`src/verilog/phy_mii_regs_defines.vh`:
```
`ifndef PHY_MII_REGS_DEFINES_VH
`define PHY_MII_REGS_DEFINES_VH

// ****************************************************************
// Management register addresses
// ****************************************************************
`define REGAD_BASIC_CONTROL   5'h00
`define REGAD_BASIC_STATUS    5'h01
`define REGAD_ID_UPPER        5'h02
`define REGAD_ID_LOWER        5'h03
`define REGAD_ADVERTISEMENT   5'h04
`define REGAD_PARTNER_ABILITY 5'h05
`define REGAD_CABLE_DIAG      5'h1D
`define REGAD_SPECIAL_CTRL    5'h1F

// ****************************************************************
// Default management PHY address of the first port
// ****************************************************************
`define PHYAD_BASE_DEFAULT    5'h01

// ****************************************************************
// Identifier words (arbitrary values)
// ****************************************************************
`define PHY_ID_UPPER_VALUE    16'h0ABC
`define PHY_ID_LOWER_VALUE    16'hD5E0

// ****************************************************************
// Basic status fields
// ****************************************************************
`define BSR_ABILITY_MSB       14
`define BSR_ABILITY_LSB       11
`define BSR_ABILITY_VALUE     4'hF
`define BSR_NEG_DONE_BIT      5
`define BSR_FAR_FAULT_BIT     4
`define BSR_NEG_ABLE_BIT      3
`define BSR_LINK_BIT          2

// ****************************************************************
// Advertisement / partner ability fields
// ****************************************************************
`define ADV_PAUSE_BIT         10
`define ADV_RSVD_BIT          9
`define ADV_TECH_MSB          8
`define ADV_TECH_LSB          5
`define ADV_SELECTOR_MSB      4
`define ADV_SELECTOR_VALUE    5'h01
`define ADV_RESET_VALUE       5'h1F
`define ADV_RSVD_RESET        1'h0

// ****************************************************************
// 8-bit switch register fields
// ****************************************************************
`define CTRL_ADV_MSB          4
`define STAT_PARTNER_MSB      4
`define STAT_LINK_BIT         5
`define STAT_NEG_DONE_BIT     6

`endif

```
`src/verilog/phy_port_view.v`:
```
`timescale 1ns/1ns
`include "phy_mii_regs_defines.vh"

module phy_port_view (
	input  wire        ref_clk_i,
	input  wire        nrst_i,
	input  wire [4:0]  reg_addr_i,
	input  wire        adv_wr_i,
	input  wire [15:0] mgmt_wdata_i,
	input  wire        ctrl_wr_i,
	input  wire [7:0]  ctrl_wdata_i,
	input  wire        neg_enable_i,
	input  wire [7:0]  port_status_i,
	input  wire        far_fault_i,
	output wire [4:0]  ctrl_adv_o,
	output reg  [15:0] rdata_o
);

	reg  [4:0]  adv_q;
	reg  [4:0]  adv_d;
	reg         rsvd_q;
	reg         rsvd_d;
	wire [15:0] status_word;
	wire [15:0] adv_word;
	wire [15:0] partner_word;

	// ****************************************************************
	// Shared advertisement storage
	// ****************************************************************
	// Single copy serves both views, so the alias can never drift.
	always @* begin
		adv_d  = adv_q;
		rsvd_d = rsvd_q;
		if (adv_wr_i) begin
			adv_d  = {mgmt_wdata_i[`ADV_PAUSE_BIT],
			          mgmt_wdata_i[`ADV_TECH_MSB:`ADV_TECH_LSB]};
			rsvd_d = mgmt_wdata_i[`ADV_RSVD_BIT];
		end else if (ctrl_wr_i) begin
			adv_d  = ctrl_wdata_i[`CTRL_ADV_MSB:0];
		end
	end

	always @(posedge ref_clk_i or negedge nrst_i) begin
		if (!nrst_i) begin
			adv_q  <= `ADV_RESET_VALUE;
			rsvd_q <= `ADV_RSVD_RESET;
		end else begin
			adv_q  <= adv_d;
			rsvd_q <= rsvd_d;
		end
	end

	assign ctrl_adv_o = adv_q;

	// ****************************************************************
	// Register images
	// ****************************************************************
	assign status_word = {1'h0,
	                      `BSR_ABILITY_VALUE,
	                      4'h0,
	                      1'h0,
	                      port_status_i[`STAT_NEG_DONE_BIT],
	                      far_fault_i,
	                      neg_enable_i,
	                      port_status_i[`STAT_LINK_BIT],
	                      1'h0,
	                      1'h0};

	assign adv_word = {5'h00, adv_q[4], rsvd_q, adv_q[3:0], `ADV_SELECTOR_VALUE};

	assign partner_word = {5'h00,
	                       port_status_i[`STAT_PARTNER_MSB],
	                       1'b0,
	                       port_status_i[3:0],
	                       5'h00};

	// Unsupported addresses read zero
	always @* begin
		if (reg_addr_i == `REGAD_BASIC_STATUS) begin
			rdata_o = status_word;
		end else if (reg_addr_i == `REGAD_ID_UPPER) begin
			rdata_o = `PHY_ID_UPPER_VALUE;
		end else if (reg_addr_i == `REGAD_ID_LOWER) begin
			rdata_o = `PHY_ID_LOWER_VALUE;
		end else if (reg_addr_i == `REGAD_ADVERTISEMENT) begin
			rdata_o = adv_word;
		end else if (reg_addr_i == `REGAD_PARTNER_ABILITY) begin
			rdata_o = partner_word;
		end else begin
			rdata_o = 16'h0000;
		end
	end

endmodule

```
`src/verilog/phy_mii_status_autoneg_regs.v`:
```
// Functional notes
// - Status bit 15 always reads zero
// - Status bits 14..11 always read one
// - Status bit 5 mirrors negotiation done
// - Status bit 4 mirrors far-end fault
// - Status bit 3 follows negotiation enable
// - Status bit 0 always reads zero
// - Upper identifier word is read-only
// - Lower identifier word is read-only
// - Advert bit 10 pause, aliases control bit 4
// - Advert bit 8 aliases control bit 3
// - Advert bit 7 aliases control bit 2
// - Advert bit 6 aliases control bit 1
// - Advert bit 5 aliases control bit 0
// - Partner bit 10 mirrors status bit 4
// - Partner bit 8 mirrors status bit 3
// - Partner bit 7 mirrors status bit 2
// - Partner bit 6 mirrors status bit 1
// - Partner bit 5 mirrors status bit 0
// - PHY addresses default 1 and 2, programmable
// - Only listed register addresses are implemented
//
`timescale 1ns/1ns
`include "phy_mii_regs_defines.vh"

module phy_mii_status_autoneg_regs #(
	parameter NUM_PORTS = 2
) (
	input  wire                   ref_clk_i,
	input  wire                   nrst_i,
	input  wire [4:0]             phy_base_i,
	input  wire [4:0]             mgmt_phy_addr_i,
	input  wire [4:0]             mgmt_reg_addr_i,
	input  wire                   mgmt_rd_i,
	input  wire                   mgmt_wr_i,
	input  wire [15:0]            mgmt_wdata_i,
	output reg  [15:0]            mgmt_rdata_o,
	output reg                    mgmt_rvalid_o,
	output reg                    mgmt_hit_o,
	input  wire [NUM_PORTS-1:0]   ctrl_wr_i,
	input  wire [7:0]             ctrl_wdata_i,
	input  wire [NUM_PORTS-1:0]   neg_enable_i,
	input  wire [8*NUM_PORTS-1:0] port_status_i,
	input  wire [NUM_PORTS-1:0]   far_fault_i,
	output wire [5*NUM_PORTS-1:0] ctrl_adv_o
);

	wire [NUM_PORTS-1:0]    port_sel;
	wire [16*NUM_PORTS-1:0] port_rdata;
	wire                    any_sel;
	reg  [15:0]             sel_rdata;
	reg  [15:0]             rdata_d;
	wire                    adv_addr;
	integer                 k;

	assign adv_addr = (mgmt_reg_addr_i == `REGAD_ADVERTISEMENT);

	// ****************************************************************
	// Per-port register views
	// ****************************************************************
	genvar p;
	generate
		for (p = 0; p < NUM_PORTS; p = p + 1) begin : g_port
			localparam [31:0] PORT_IDX = p;
			wire       [4:0]  port_addr;
			// Consecutive addresses from the programmable base, wrapping at 31
			assign port_addr   = phy_base_i + PORT_IDX[4:0];
			assign port_sel[p] = (mgmt_phy_addr_i == port_addr);

			phy_port_view u_view (
				.ref_clk_i     (ref_clk_i),
				.nrst_i        (nrst_i),
				.reg_addr_i    (mgmt_reg_addr_i),
				.adv_wr_i      (mgmt_wr_i & port_sel[p] & adv_addr),
				.mgmt_wdata_i  (mgmt_wdata_i),
				.ctrl_wr_i     (ctrl_wr_i[p]),
				.ctrl_wdata_i  (ctrl_wdata_i),
				.neg_enable_i  (neg_enable_i[p]),
				.port_status_i (port_status_i[8*p+7:8*p]),
				.far_fault_i   (far_fault_i[p]),
				.ctrl_adv_o    (ctrl_adv_o[5*p+4:5*p]),
				.rdata_o       (port_rdata[16*p+15:16*p])
			);
		end
	endgenerate

	assign any_sel = |port_sel;

	// ****************************************************************
	// Read path
	// ****************************************************************
	// Lowest port wins if more than 32 ports make addresses repeat.
	always @* begin
		sel_rdata = 16'h0000;
		for (k = NUM_PORTS - 1; k >= 0; k = k - 1) begin
			if (port_sel[k]) begin
				sel_rdata = port_rdata[16*k +: 16];
			end
		end
	end

	always @* begin
		rdata_d = mgmt_rdata_o;
		if (mgmt_rd_i) begin
			rdata_d = sel_rdata;
		end
	end

	always @(posedge ref_clk_i or negedge nrst_i) begin
		if (!nrst_i) begin
			mgmt_rdata_o  <= 16'h0000;
			mgmt_rvalid_o <= 1'h0;
			mgmt_hit_o    <= 1'h0;
		end else begin
			mgmt_rdata_o  <= rdata_d;
			mgmt_rvalid_o <= mgmt_rd_i;
			mgmt_hit_o    <= (mgmt_rd_i | mgmt_wr_i) & any_sel;
		end
	end

endmodule

```
`config.mk`:
```
export PLATFORM = sky130hd
export DESIGN_NAME = phy_mii_status_autoneg_regs
export DESIGN_NICKNAME = d
export VERILOG_FILES = /design/src/verilog/phy_port_view.v /design/src/verilog/phy_mii_status_autoneg_regs.v
export VERILOG_INCLUDE_DIRS = /design/src /design/src/verilog
export SDC_FILE = /design/constraint.sdc
export NUM_CORES = 1
export LEC_CHECK = 0
export BUFFER_PORTS_ARGS = -buffer_cell sky130_fd_sc_hd__buf_2
export CORE_MARGIN = 4
export CORE_UTILIZATION = 23
export DETAILED_ROUTE_END_ITERATION = 6
export GPL_TIMING_DRIVEN = 0
export HOLD_SLACK_MARGIN = 0.12
export PLACE_DENSITY = 0.54
export RECOVER_POWER = 25
export REMOVE_ABC_BUFFERS = 1
export SETUP_SLACK_MARGIN = 0.5
export SYNTH_ARGS = -nofsm -noshare
export SYNTH_HDL_FRONTEND = slang
export SYNTH_SLANG_ARGS = --single-unit
export TNS_END_PERCENT = 20
```
`constraint.sdc`:
```
create_clock -name ref_clk_i -period 1.3 [get_ports ref_clk_i]
set_input_delay 0.065 -clock ref_clk_i [delete_from_list [all_inputs] [get_ports ref_clk_i]]
set_output_delay 0.065 -clock ref_clk_i [all_outputs]
set_load 0.02 [all_outputs]
```
Yosys cells after proc, flatten, opt, wreduce, memory -nomap -nowiden:

Index checks and enable logic that the tools add are counted.
Widths: inputs -> output; s select.

* multiplexer cells: 16
* divide/modulo/power cells: 0
* add/sub/neg operators: 1
* reductions and logical operators: 3
* multipliers: 0
* shifts and indexed selects: 0
* equal/unequal tests: 7
* bitwise operators: 6
* order comparisons: 0

Operator list (count)
* $mux 16: 10
* $mux 11: 2
* $mux 5: 4
* $eq 5x2->1 const B: 2
* $eq 5x3->1 const B: 2
* $eq 5x5->1: 2
* $add 5x1->5 const B: 1
* $and 1x1->1: 5
* $eq 5x1->1 const B: 1
* $reduce_bool 2->1: 2
* $reduce_or 2->1: 1
* $or 1x1->1: 1

* flip-flop bits (word level): 30
* input port bits: 65
* bits in latches: 0
* output and inout bits: 28
* ROM bits: 0
* memories: 0
* RAM bits: 0

Depth between registers and ports, before layout:

Gate-level depths: netlist (run 1).

* depth in word-level cells: 8
* depth in mapped cells: 8
* depth with buffers taken out: 7

Cells and area by module:

From an unflattened synthesis (run 1), not the netlist that was laid out.

* cells, all modules: 253
* area total of the unflattened synthesis: 2170.8 µm²

Modules (own cells, without submodules)
* phy_mii_status_autoneg_regs: area an instance 1108.6 µm², sequential area each 450.4 µm², cells an instance 116, instances 1
* phy_port_view (g_port[1].u_view): area an instance 554.3 µm², sequential area each 156.4 µm², cells an instance 70, instances 1
* phy_port_view (g_port[0].u_view): area an instance 508.0 µm², sequential area each 156.4 µm², cells an instance 67, instances 1

Least setup slack after synthesis (run 1):

Ideal clock, no wire load.

* path type: input to register
* start: input phy_base_i[0]
* end: register mgmt_rdata_o[13]
* setup slack: -0.440 ns
* buffers on the path: 0
* stages on the path: 7
* arrival time: 1.644 ns
* required time: 1.204 ns
* path through: ha_1 > xor2_1 > a211o_1 > a311oi_2 > o21ai_2 > or2_4 > o32ai_2

* word-level cells in the longest chain between the ends: 4

Ends and longest elaborated chain
* from (decl): line phy_mii_status_autoneg_regs.v:31 `input wire [4:0] phy_base_i,`
* $add 5x1->5: line phy_mii_status_autoneg_regs.v:67 `assign port_addr = phy_base_i + PORT_IDX[4:0];`
* $eq 5x5->1: line phy_mii_status_autoneg_regs.v:68 `assign port_sel[p] = (mgmt_phy_addr_i == port_addr);`
* $mux 16: line phy_mii_status_autoneg_regs.v:96 `if (port_sel[k]) begin`
* $mux 16 (*): line phy_mii_status_autoneg_regs.v:96
* to (signal assigned): line phy_mii_status_autoneg_regs.v:115 `mgmt_rdata_o <= rdata_d;`
* to (decl): line phy_mii_status_autoneg_regs.v:37 `output reg [15:0] mgmt_rdata_o,`

Every way passes the cells marked *; elsewhere a longest branch is shown, timed or not.
A chain may end at the register's enable or synchronous reset.

Worst setup path after layout (run 1):

* start: input phy_base_i[1]
* end: register mgmt_rdata_o[13]

Same word-level chain as after synthesis.

==> results of run 1 <==
-- flip-flops by register name, summed over array words and instances, names as in the netlist --
| signal | cells |
|---|---|
| g_port.u_view.ctrl_adv_o | 10 |
| g_port.u_view.rsvd_q | 2 |
| mgmt_rvalid_o | 1 |
| mgmt_rdata_o | 14 |
| mgmt_hit_o | 1 |
-- critical path: stages --
cell,delay (ps)
buf_8,100
ha_4,230
xor2_1,130
a211o_1,250
a311oi_4,210
buf_6,150
o21ai_4,80
or2_4,260
o32ai_2,190
-- how the worst max path moves through the flow --
stage          depth (start not counted)                                   to  slack (ps)
5_1_grt                               11          mgmt_rdata_o[6]$_DFFE_PN0P_        -250
2_1_floorplan                          5  g_port[0].u_view.rsvd_q$_DFFE_PN0P_        -690
4_1_cts                                9         mgmt_rdata_o[13]$_DFFE_PN0P_        -290
3_3_place_gp                           6  g_port[0].u_view.rsvd_q$_DFFE_PN0P_       -1560
3_5_place_dp                           6  g_port[0].u_view.rsvd_q$_DFFE_PN0P_       -1630
6_report                               9         mgmt_rdata_o[13]$_DFFE_PN0P_        -180
-- placed cells by master, fill, tap and decap left out, types with 3 or more instances in the layout --
| master | count |
|---|---|
| dlygate4sd3_1 | 12 |
| buf_6 | 31 |
| xnor2_1 | 3 |
| buf_8 | 3 |
| buf_2 | 43 |
| nand2_1 | 9 |
| a22o_1 | 4 |
| a21oi_2 | 7 |
| mux2_2 | 4 |
| nor2_4 | 10 |
| o2bb2ai_1 | 5 |
| nand3_1 | 3 |
| dfrtp_1 | 18 |
| nor3_1 | 3 |
| dfstp_2 | 10 |
| buf_12 | 3 |
| o21ai_0 | 5 |
| inv_1 | 5 |
| nor2_1 | 10 |
| a21oi_1 | 7 |
| buf_4 | 9 |
| clkbuf_8 | 3 |
| mux2i_1 | 15 |
-- Yosys cell counts, drive strengths merged --
library cell / instances / area share, %
a211o: 1 / 0.53
a211oi: 1 / 0.46
a21boi: 1 / 0.46
a21oi: 14 / 4.3
a221oi: 1 / 0.53
a22o: 4 / 2.1
a311oi: 1 / 0.91
and2: 1 / 0.38
buf: 6 / 2.0
clkbuf: 5 / 1.1
conb: 1 / 0.23
dfrtp: 18 / 27
dfstp: 10 / 16
ha: 1 / 0.76
inv: 5 / 1.1
mux2: 5 / 3.4
mux2i: 15 / 9.1
mux4: 1 / 1.4
nand2: 10 / 2.3
nand2b: 1 / 0.38
nand3: 6 / 1.8
nand4b: 2 / 1.1
nor2: 22 / 5.0
nor3: 3 / 0.91
nor4b: 1 / 0.53
o21ai: 8 / 2.7
o221ai: 2 / 1.1
o22a: 1 / 0.53
o22ai: 2 / 0.76
o2bb2ai: 6 / 3.2
o32a: 1 / 0.61
o32ai: 1 / 0.99
or2: 2 / 0.91
or3: 1 / 0.38
or4b: 1 / 0.61
xnor2: 6 / 3.2
xor2: 2 / 1.1
-- area by class of cell --
cell class	count	area, um^2	share of cell area, %
timing repair buffer	102	862	30.0
clock buffer	3	41.3	1.44
tap	96	120	4.18
multi-input combinational	125	1090	37.9
inverter	5	18.8	0.653
clock inverter	1	30.0	1.04
sequential	28	713	24.8
-- cells by family (layout without fill, tap and decap cells) --
group	Yosys count	count (layout)	synth area share, %
AO/OA/AOI/OAI	44	44	19.1
XOR/XNOR	8	8	4.25
adder cells (fa/ha/maj)	1	1	0.759
buffers and inverters	16	111	4.25
flip-flops	28	28	43.3
multiplexers	21	21	13.9
other	1	1	0.228
AND/OR/NAND/NOR	50	50	14.3
-- layer usage --
layer / up-vias / track usage, % / wire (um)
met5: - / 0 / 0
met4: 0 / 1.47 / 19
met3: 2 / 3.25 / 358
met2: 54 / 22.3 / 2630
met1: 776 / 16.1 / 2350
li1: 799 / - / -
-- what timing repair did --
item                       4_1_cts  5_1_grt
cloned                           0        0
setup endpoints to repair       54       54
pin swaps                       18       18
resized for setup              104       12
hold endpoints to repair        34       22
setup buffers                   13        1
-- power by group --
| part | total [mW] | internal [mW] | switching [mW] |
|---|---|---|---|
| clock network | 0.703 | 0.413 | 0.290 |
| logic | 0.599 | 0.307 | 0.292 |
| registers | 0.977 | 0.937 | 0.0403 |
-- through the flow --
stage | cells | util, % | instance area, um^2
after floorplan | 158 | - | 1600
after global placement | 330 | 30.5 | 2100
after detailed placement | 330 | 30.5 | 2100
after CTS | 359 | 41.0 | 2820
after global routing | 360 | 41.8 | 2870
final | 360 | 41.8 | 2870
==> results.py, run 1 <==
metrics = {
    "run_status": {
        "status": "finished, violations left",
        "violations": "hold timing, setup timing",
    },
    "cells_and_area": {
        "antenna_cells": 0,
        "synthToLayoutAreaGrowth_pct": 74.4,
        "drive_above_1_share_pct": 54.5,
        "fillers": 680,
        "nets": 331,
    },
    "worst_setup_path": {
        "path_max_fanout": 7,
        "cp-end-kind": "register",
        "reg2reg_to": "mgmt_rdata_o[7]$_DFFE_PN0P_",
        "rrSetupSlack_ps": 80,
        "cp-startpoint": "phy_base_i[1]",
        "required_ps": 1500,
        "reg2regPathDepth": 3,
        "critPathKind": "primary input to register",
        "arrival_ps": 1680,
        "r2r_start": "g_port[0].u_view.ctrl_adv_o[2]$_DFFE_PN1P_",
        "start_kind": "primary input",
    },
    "synth": {
        "syn-cell-area_mm2": 0.00165,
        "synth_cells": 169,
        "avgSynthCellArea_um2": 9.75,
        "synth-seq-cells": 28,
        "synth_warnings": 0,
        "seq_area_frac_synth_pct": 43.3,
        "synth.distinct_cells": 42,
    },
    "floorplan": {
        "row_count": 30,
        "start_util_pct": 24.0,
        "die_area_mm2": 0.00858,
        "top_level_ports": 93,
        "die_width_um": 92.6,
        "dieHeight_um": 92.6,
        "core_area_mm2": 0.00687,
    },
    "route": {
        "post_drt_wl_per_cell_um": 14.9,
        "antenna_left": 0,
        "firstDrtPassIters": 4,
        "via_per_inst": 4.53,
        "vias": 1631,
        "drt_iter0_markers": 47,
        "wl_um": 5360,
        "drc": 0,
    },
    "timing": {
        "setup_tns_ps": -2200,
        "finalMaxSlewViolations": 0,
        "finalHoldViolations": 18,
        "holdWs_ps": -194,
        "final.min_clock_period_ps": 1480,
        "rsz0062_at_grt": "true",
        "tightestPinTransition_ps": 704,
        "fin_crit_sh_pct": 114,
        "finalSetupViolations": 18,
        "fmax_mhz": 676,
        "maxSlewHeadroom_pct": 53.0,
        "worst_slack_ps": -179,
        "worst_clock_skew_ps": 9.13,
    },
    "grt": {
        "gr-total-overflow": 0,
        "grt_pass1_vias": 1736,
        "grt_usage_pct": 12.7,
        "grt_max_degree": 29,
        "antenna_found_initial": 0,
        "grt_pass1_wl_um": 8820,
    },
    "clock_network": {
        "cts_tree": "built",
        "cts_max_path_buffers": 2,
        "cts.sinks": 28,
        "cts_max_level": 1,
        "path_clk_slew_ps": 110,
        "clockRootBuffer": "clkbuf_8",
        "clock_latency_ps": 280,
        "cts_buffers": 3,
        "ctsHoldBuffers": 12,
    },
    "pwr": {
        "power_mw": 2.28,
        "leakagePower_nw": 1.23,
        "power.density_mw_per_mm2": 793,
        "vdd_drop_max_uv": 410,
    },
    "placed_design": {
        "numPortBuffers": 76,
        "dp_worst_setup_slack_ps": -1630,
        "gp_congestion": 0.723,
        "hpwl_um": 3880,
    },
    "min_path": {
        "holdCritPathClass": "primary input to async pin",
    },
    "run": {
        "drv_cap": 0,
    },
}
Note: power is estimated with default switching activity, not from simulation.
==> run 2, diff against run 1 <==
==> constraint.sdc (replaced) <==
create_clock -name ref_clk_i -period 1.3 [get_ports ref_clk_i]
set_input_delay 0.065 -clock ref_clk_i [delete_from_list [all_inputs] [get_ports ref_clk_i]]
set_output_delay 0.065 -clock ref_clk_i [all_outputs]
set_load 0.005 [all_outputs]
==> run 2 against run 1 <==
Net effect: the flow still finishes with violations (hold timing, setup timing); wire length fell by 1.2%; via count fell by 0.55%; combinational power fell by 13%; critical path depth did not move; clock power barely moved; clock-buffer cell count did not move; first-iteration DRC count fell by 2.1%; setup slack got worse by 1.0 ps; sequential power fell by 0.6%; sequential cell count did not move; largest power group unchanged; die area did not move.
==> results.py, run 2 (synthesized netlist as in run 1, its figures left out) <==
metrics = {
    "route": {
        "post_drt_wl_per_cell_um": 14.7,
        "wl_um": 5300,
        "via_per_inst": 4.51,
        "firstDrtPassIters": 4,
        "vias": 1622,
        "drc": 0,
        "antenna_left": 0,
        "drt_iter0_markers": 46,
    },
    "cells_and_area": {
        "antenna_cells": 0,
        "synthToLayoutAreaGrowth_pct": 66.4,
        "final_cell_mix": "buf_2 (64), dfrtp_1 (18), mux2i_1 (15)",
        "drive_above_1_share_pct": 54.5,
        "final_util_pct": 39.9,
        "mostFrequentLayoutCell": "buf_2",
        "regMostFlops": "mgmt_rdata_o",
        "largest_reg_flops": 14,
        "fillers": 694,
        "nets": 331,
        "fin_cells": 360,
        "post-route-cell-area_mm2": 0.00274,
    },
    "pwr": {
        "net-switching-power_uw": 565,
        "p_sw_share_pct": 25.7,
        "p_clk_share_pct": 31.9,
        "seq_power_share_pct": 44.2,
        "comb_power_share_pct": 23.8,
        "internal_power_mw": 1.63,
        "power.density_mw_per_mm2": 800,
        "leakagePower_nw": 1.21,
        "vdd_drop_max_uv": 395,
    },
    "run_status": {
        "violations": "hold timing, setup timing",
        "status": "finished, violations left",
    },
    "clock_network": {
        "cts.sinks": 28,
        "path_clk_slew_ps": 100,
        "cts_max_level": 1,
        "ctsHoldBuffers": 12,
        "clock_latency_ps": 280,
        "cts_max_path_buffers": 2,
        "cts_tree": "built",
        "clockRootBuffer": "clkbuf_8",
        "cts_buffers": 3,
    },
    "grt": {
        "grt_pass1_wl_um": 8630,
        "antenna_found_initial": 0,
        "grt_usage_pct": 12.5,
        "globalRouteMet3Util_pct": 3.17,
        "grt_most_used_layer": "met2",
        "grt_max_degree": 29,
        "gr-total-overflow": 0,
        "grt_pass1_vias": 1679,
        "use_met2_pct": 21.6,
        "grt_util_met1_pct": 16.1,
    },
    "worst_setup_path": {
        "critical_path.top_delay_family": "compound AO/OA/AOI/OAI gates",
        "reg2regPathDepth": 3,
        "crit_chain": "buf_8 > ha_4 > xor2_1 > a211o_1 > a311oi_4 > buf_6 > o21ai_4 > or2_4 > o32ai_2",
        "cp-startpoint": "phy_base_i[1]",
        "path_max_fanout": 7,
        "r2r_start": "g_port[0].u_view.ctrl_adv_o[2]$_DFFE_PN1P_",
        "rrSetupSlack_ps": 80,
        "required_ps": 1500,
        "slowest_delay_ps": 260,
        "cp-end-kind": "register",
        "arrival_ps": 1680,
        "reg2reg_to": "mgmt_rdata_o[7]$_DFFE_PN0P_",
        "critPathKind": "primary input to register",
        "slowest_stage": "or2_4",
        "start_kind": "primary input",
        "cp_num_buf_inv": 2,
    },
    "timing": {
        "tightestPinTransition_ps": 702,
        "worst_slack_ps": -180,
        "finalMaxSlewViolations": 0,
        "worst_clock_skew_ps": 8.39,
        "fmax_mhz": 676,
        "fin_crit_sh_pct": 114,
        "maxSlewHeadroom_pct": 53.2,
        "final.min_clock_period_ps": 1480,
        "finalHoldViolations": 18,
        "rsz0062_at_grt": "true",
        "holdWs_ps": -192,
        "setup_tns_ps": -2180,
        "finalSetupViolations": 18,
    },
    "floorplan": {
        "dieHeight_um": 92.6,
        "die_width_um": 92.6,
        "die_area_mm2": 0.00858,
        "top_level_ports": 93,
        "start_util_pct": 24.0,
        "row_count": 30,
        "core_area_mm2": 0.00687,
    },
    "placed_design": {
        "hpwl_um": 3880,
        "gp_congestion": 0.723,
        "place_area_mm2": 0.00210,
        "dp_cells": 330,
        "numPortBuffers": 76,
    },
    "run": {
        "drv_cap": 0,
    },
    "min_path": {
        "holdCritPathClass": "primary input to async pin",
    },
}
-- run 2: cell counts in the layout (fill, tap and decap cells not counted) --
Identical to the previous run, type by type.
-- run 2: power groups by stage --
stage / clock network, mW / registers, mW / logic, mW
CTS: 0.726 / 0.968 / 0.489
global route: 0.767 / 0.979 / 0.572
floorplan: 0 / 0.980 / 0.165
finish: 0.700 / 0.971 / 0.523
detailed placement: 0 / 0.983 / 0.375
global placement: 0 / 0.983 / 0.370
-- run 2: through the flow --
stage | setup WS (ps) | power [mW]
finish | -180 | 2.19
global route | -247 | 2.32
CTS | -292 | 2.18
detailed placement | -1630 | 1.36
global placement | -1560 | 1.35
floorplan | -690 | 1.15
-- run 2: worst max path at each step --
stage	to	slack, ps	cells past startpoint
2_1_floorplan	g_port[0].u_view.rsvd_q$_DFFE_PN0P_	-690	5
5_1_grt	mgmt_rdata_o[6]$_DFFE_PN0P_	-250	11
4_1_cts	mgmt_rdata_o[13]$_DFFE_PN0P_	-290	9
3_5_place_dp	g_port[0].u_view.rsvd_q$_DFFE_PN0P_	-1630	6
3_3_place_gp	g_port[0].u_view.rsvd_q$_DFFE_PN0P_	-1560	6
6_report	mgmt_rdata_o[13]$_DFFE_PN0P_	-180	9
-- run 2: what timing repair did --
| item | 4_1_cts | 5_1_grt |
|---|---|---|
| buffers inserted | 13 | 1 |
| endpoints found under the setup margin | 54 | 54 |
| gates resized for setup | 51 | 17 |
| pin swaps | 18 | 19 |
| endpoints found under the hold margin | 34 | 22 |
-- run 2: area by class of cell --
cell class / instances / area, um^2 / share of cell area (%)
clock buffers: 3 / 41.3 / 1.51
clock inverters: 1 / 30.0 / 1.09
inverters: 5 / 18.8 / 0.684
multi-input cells: 125 / 1090 / 39.7
flip-flops and latches: 28 / 713 / 26.0
well taps: 96 / 120 / 4.38
repair buffers: 102 / 731 / 26.6
-- run 2: layer usage --
| metal | part of all wire, % | vias to the layer above |
|---|---|---|
| li1 | - | 800 |
| met3 | 6.9 | 2 |
| met4 | 0.36 | 0 |
| met5 | 0 | - |
| met2 | 49 | 52 |
| met1 | 44 | 768 |
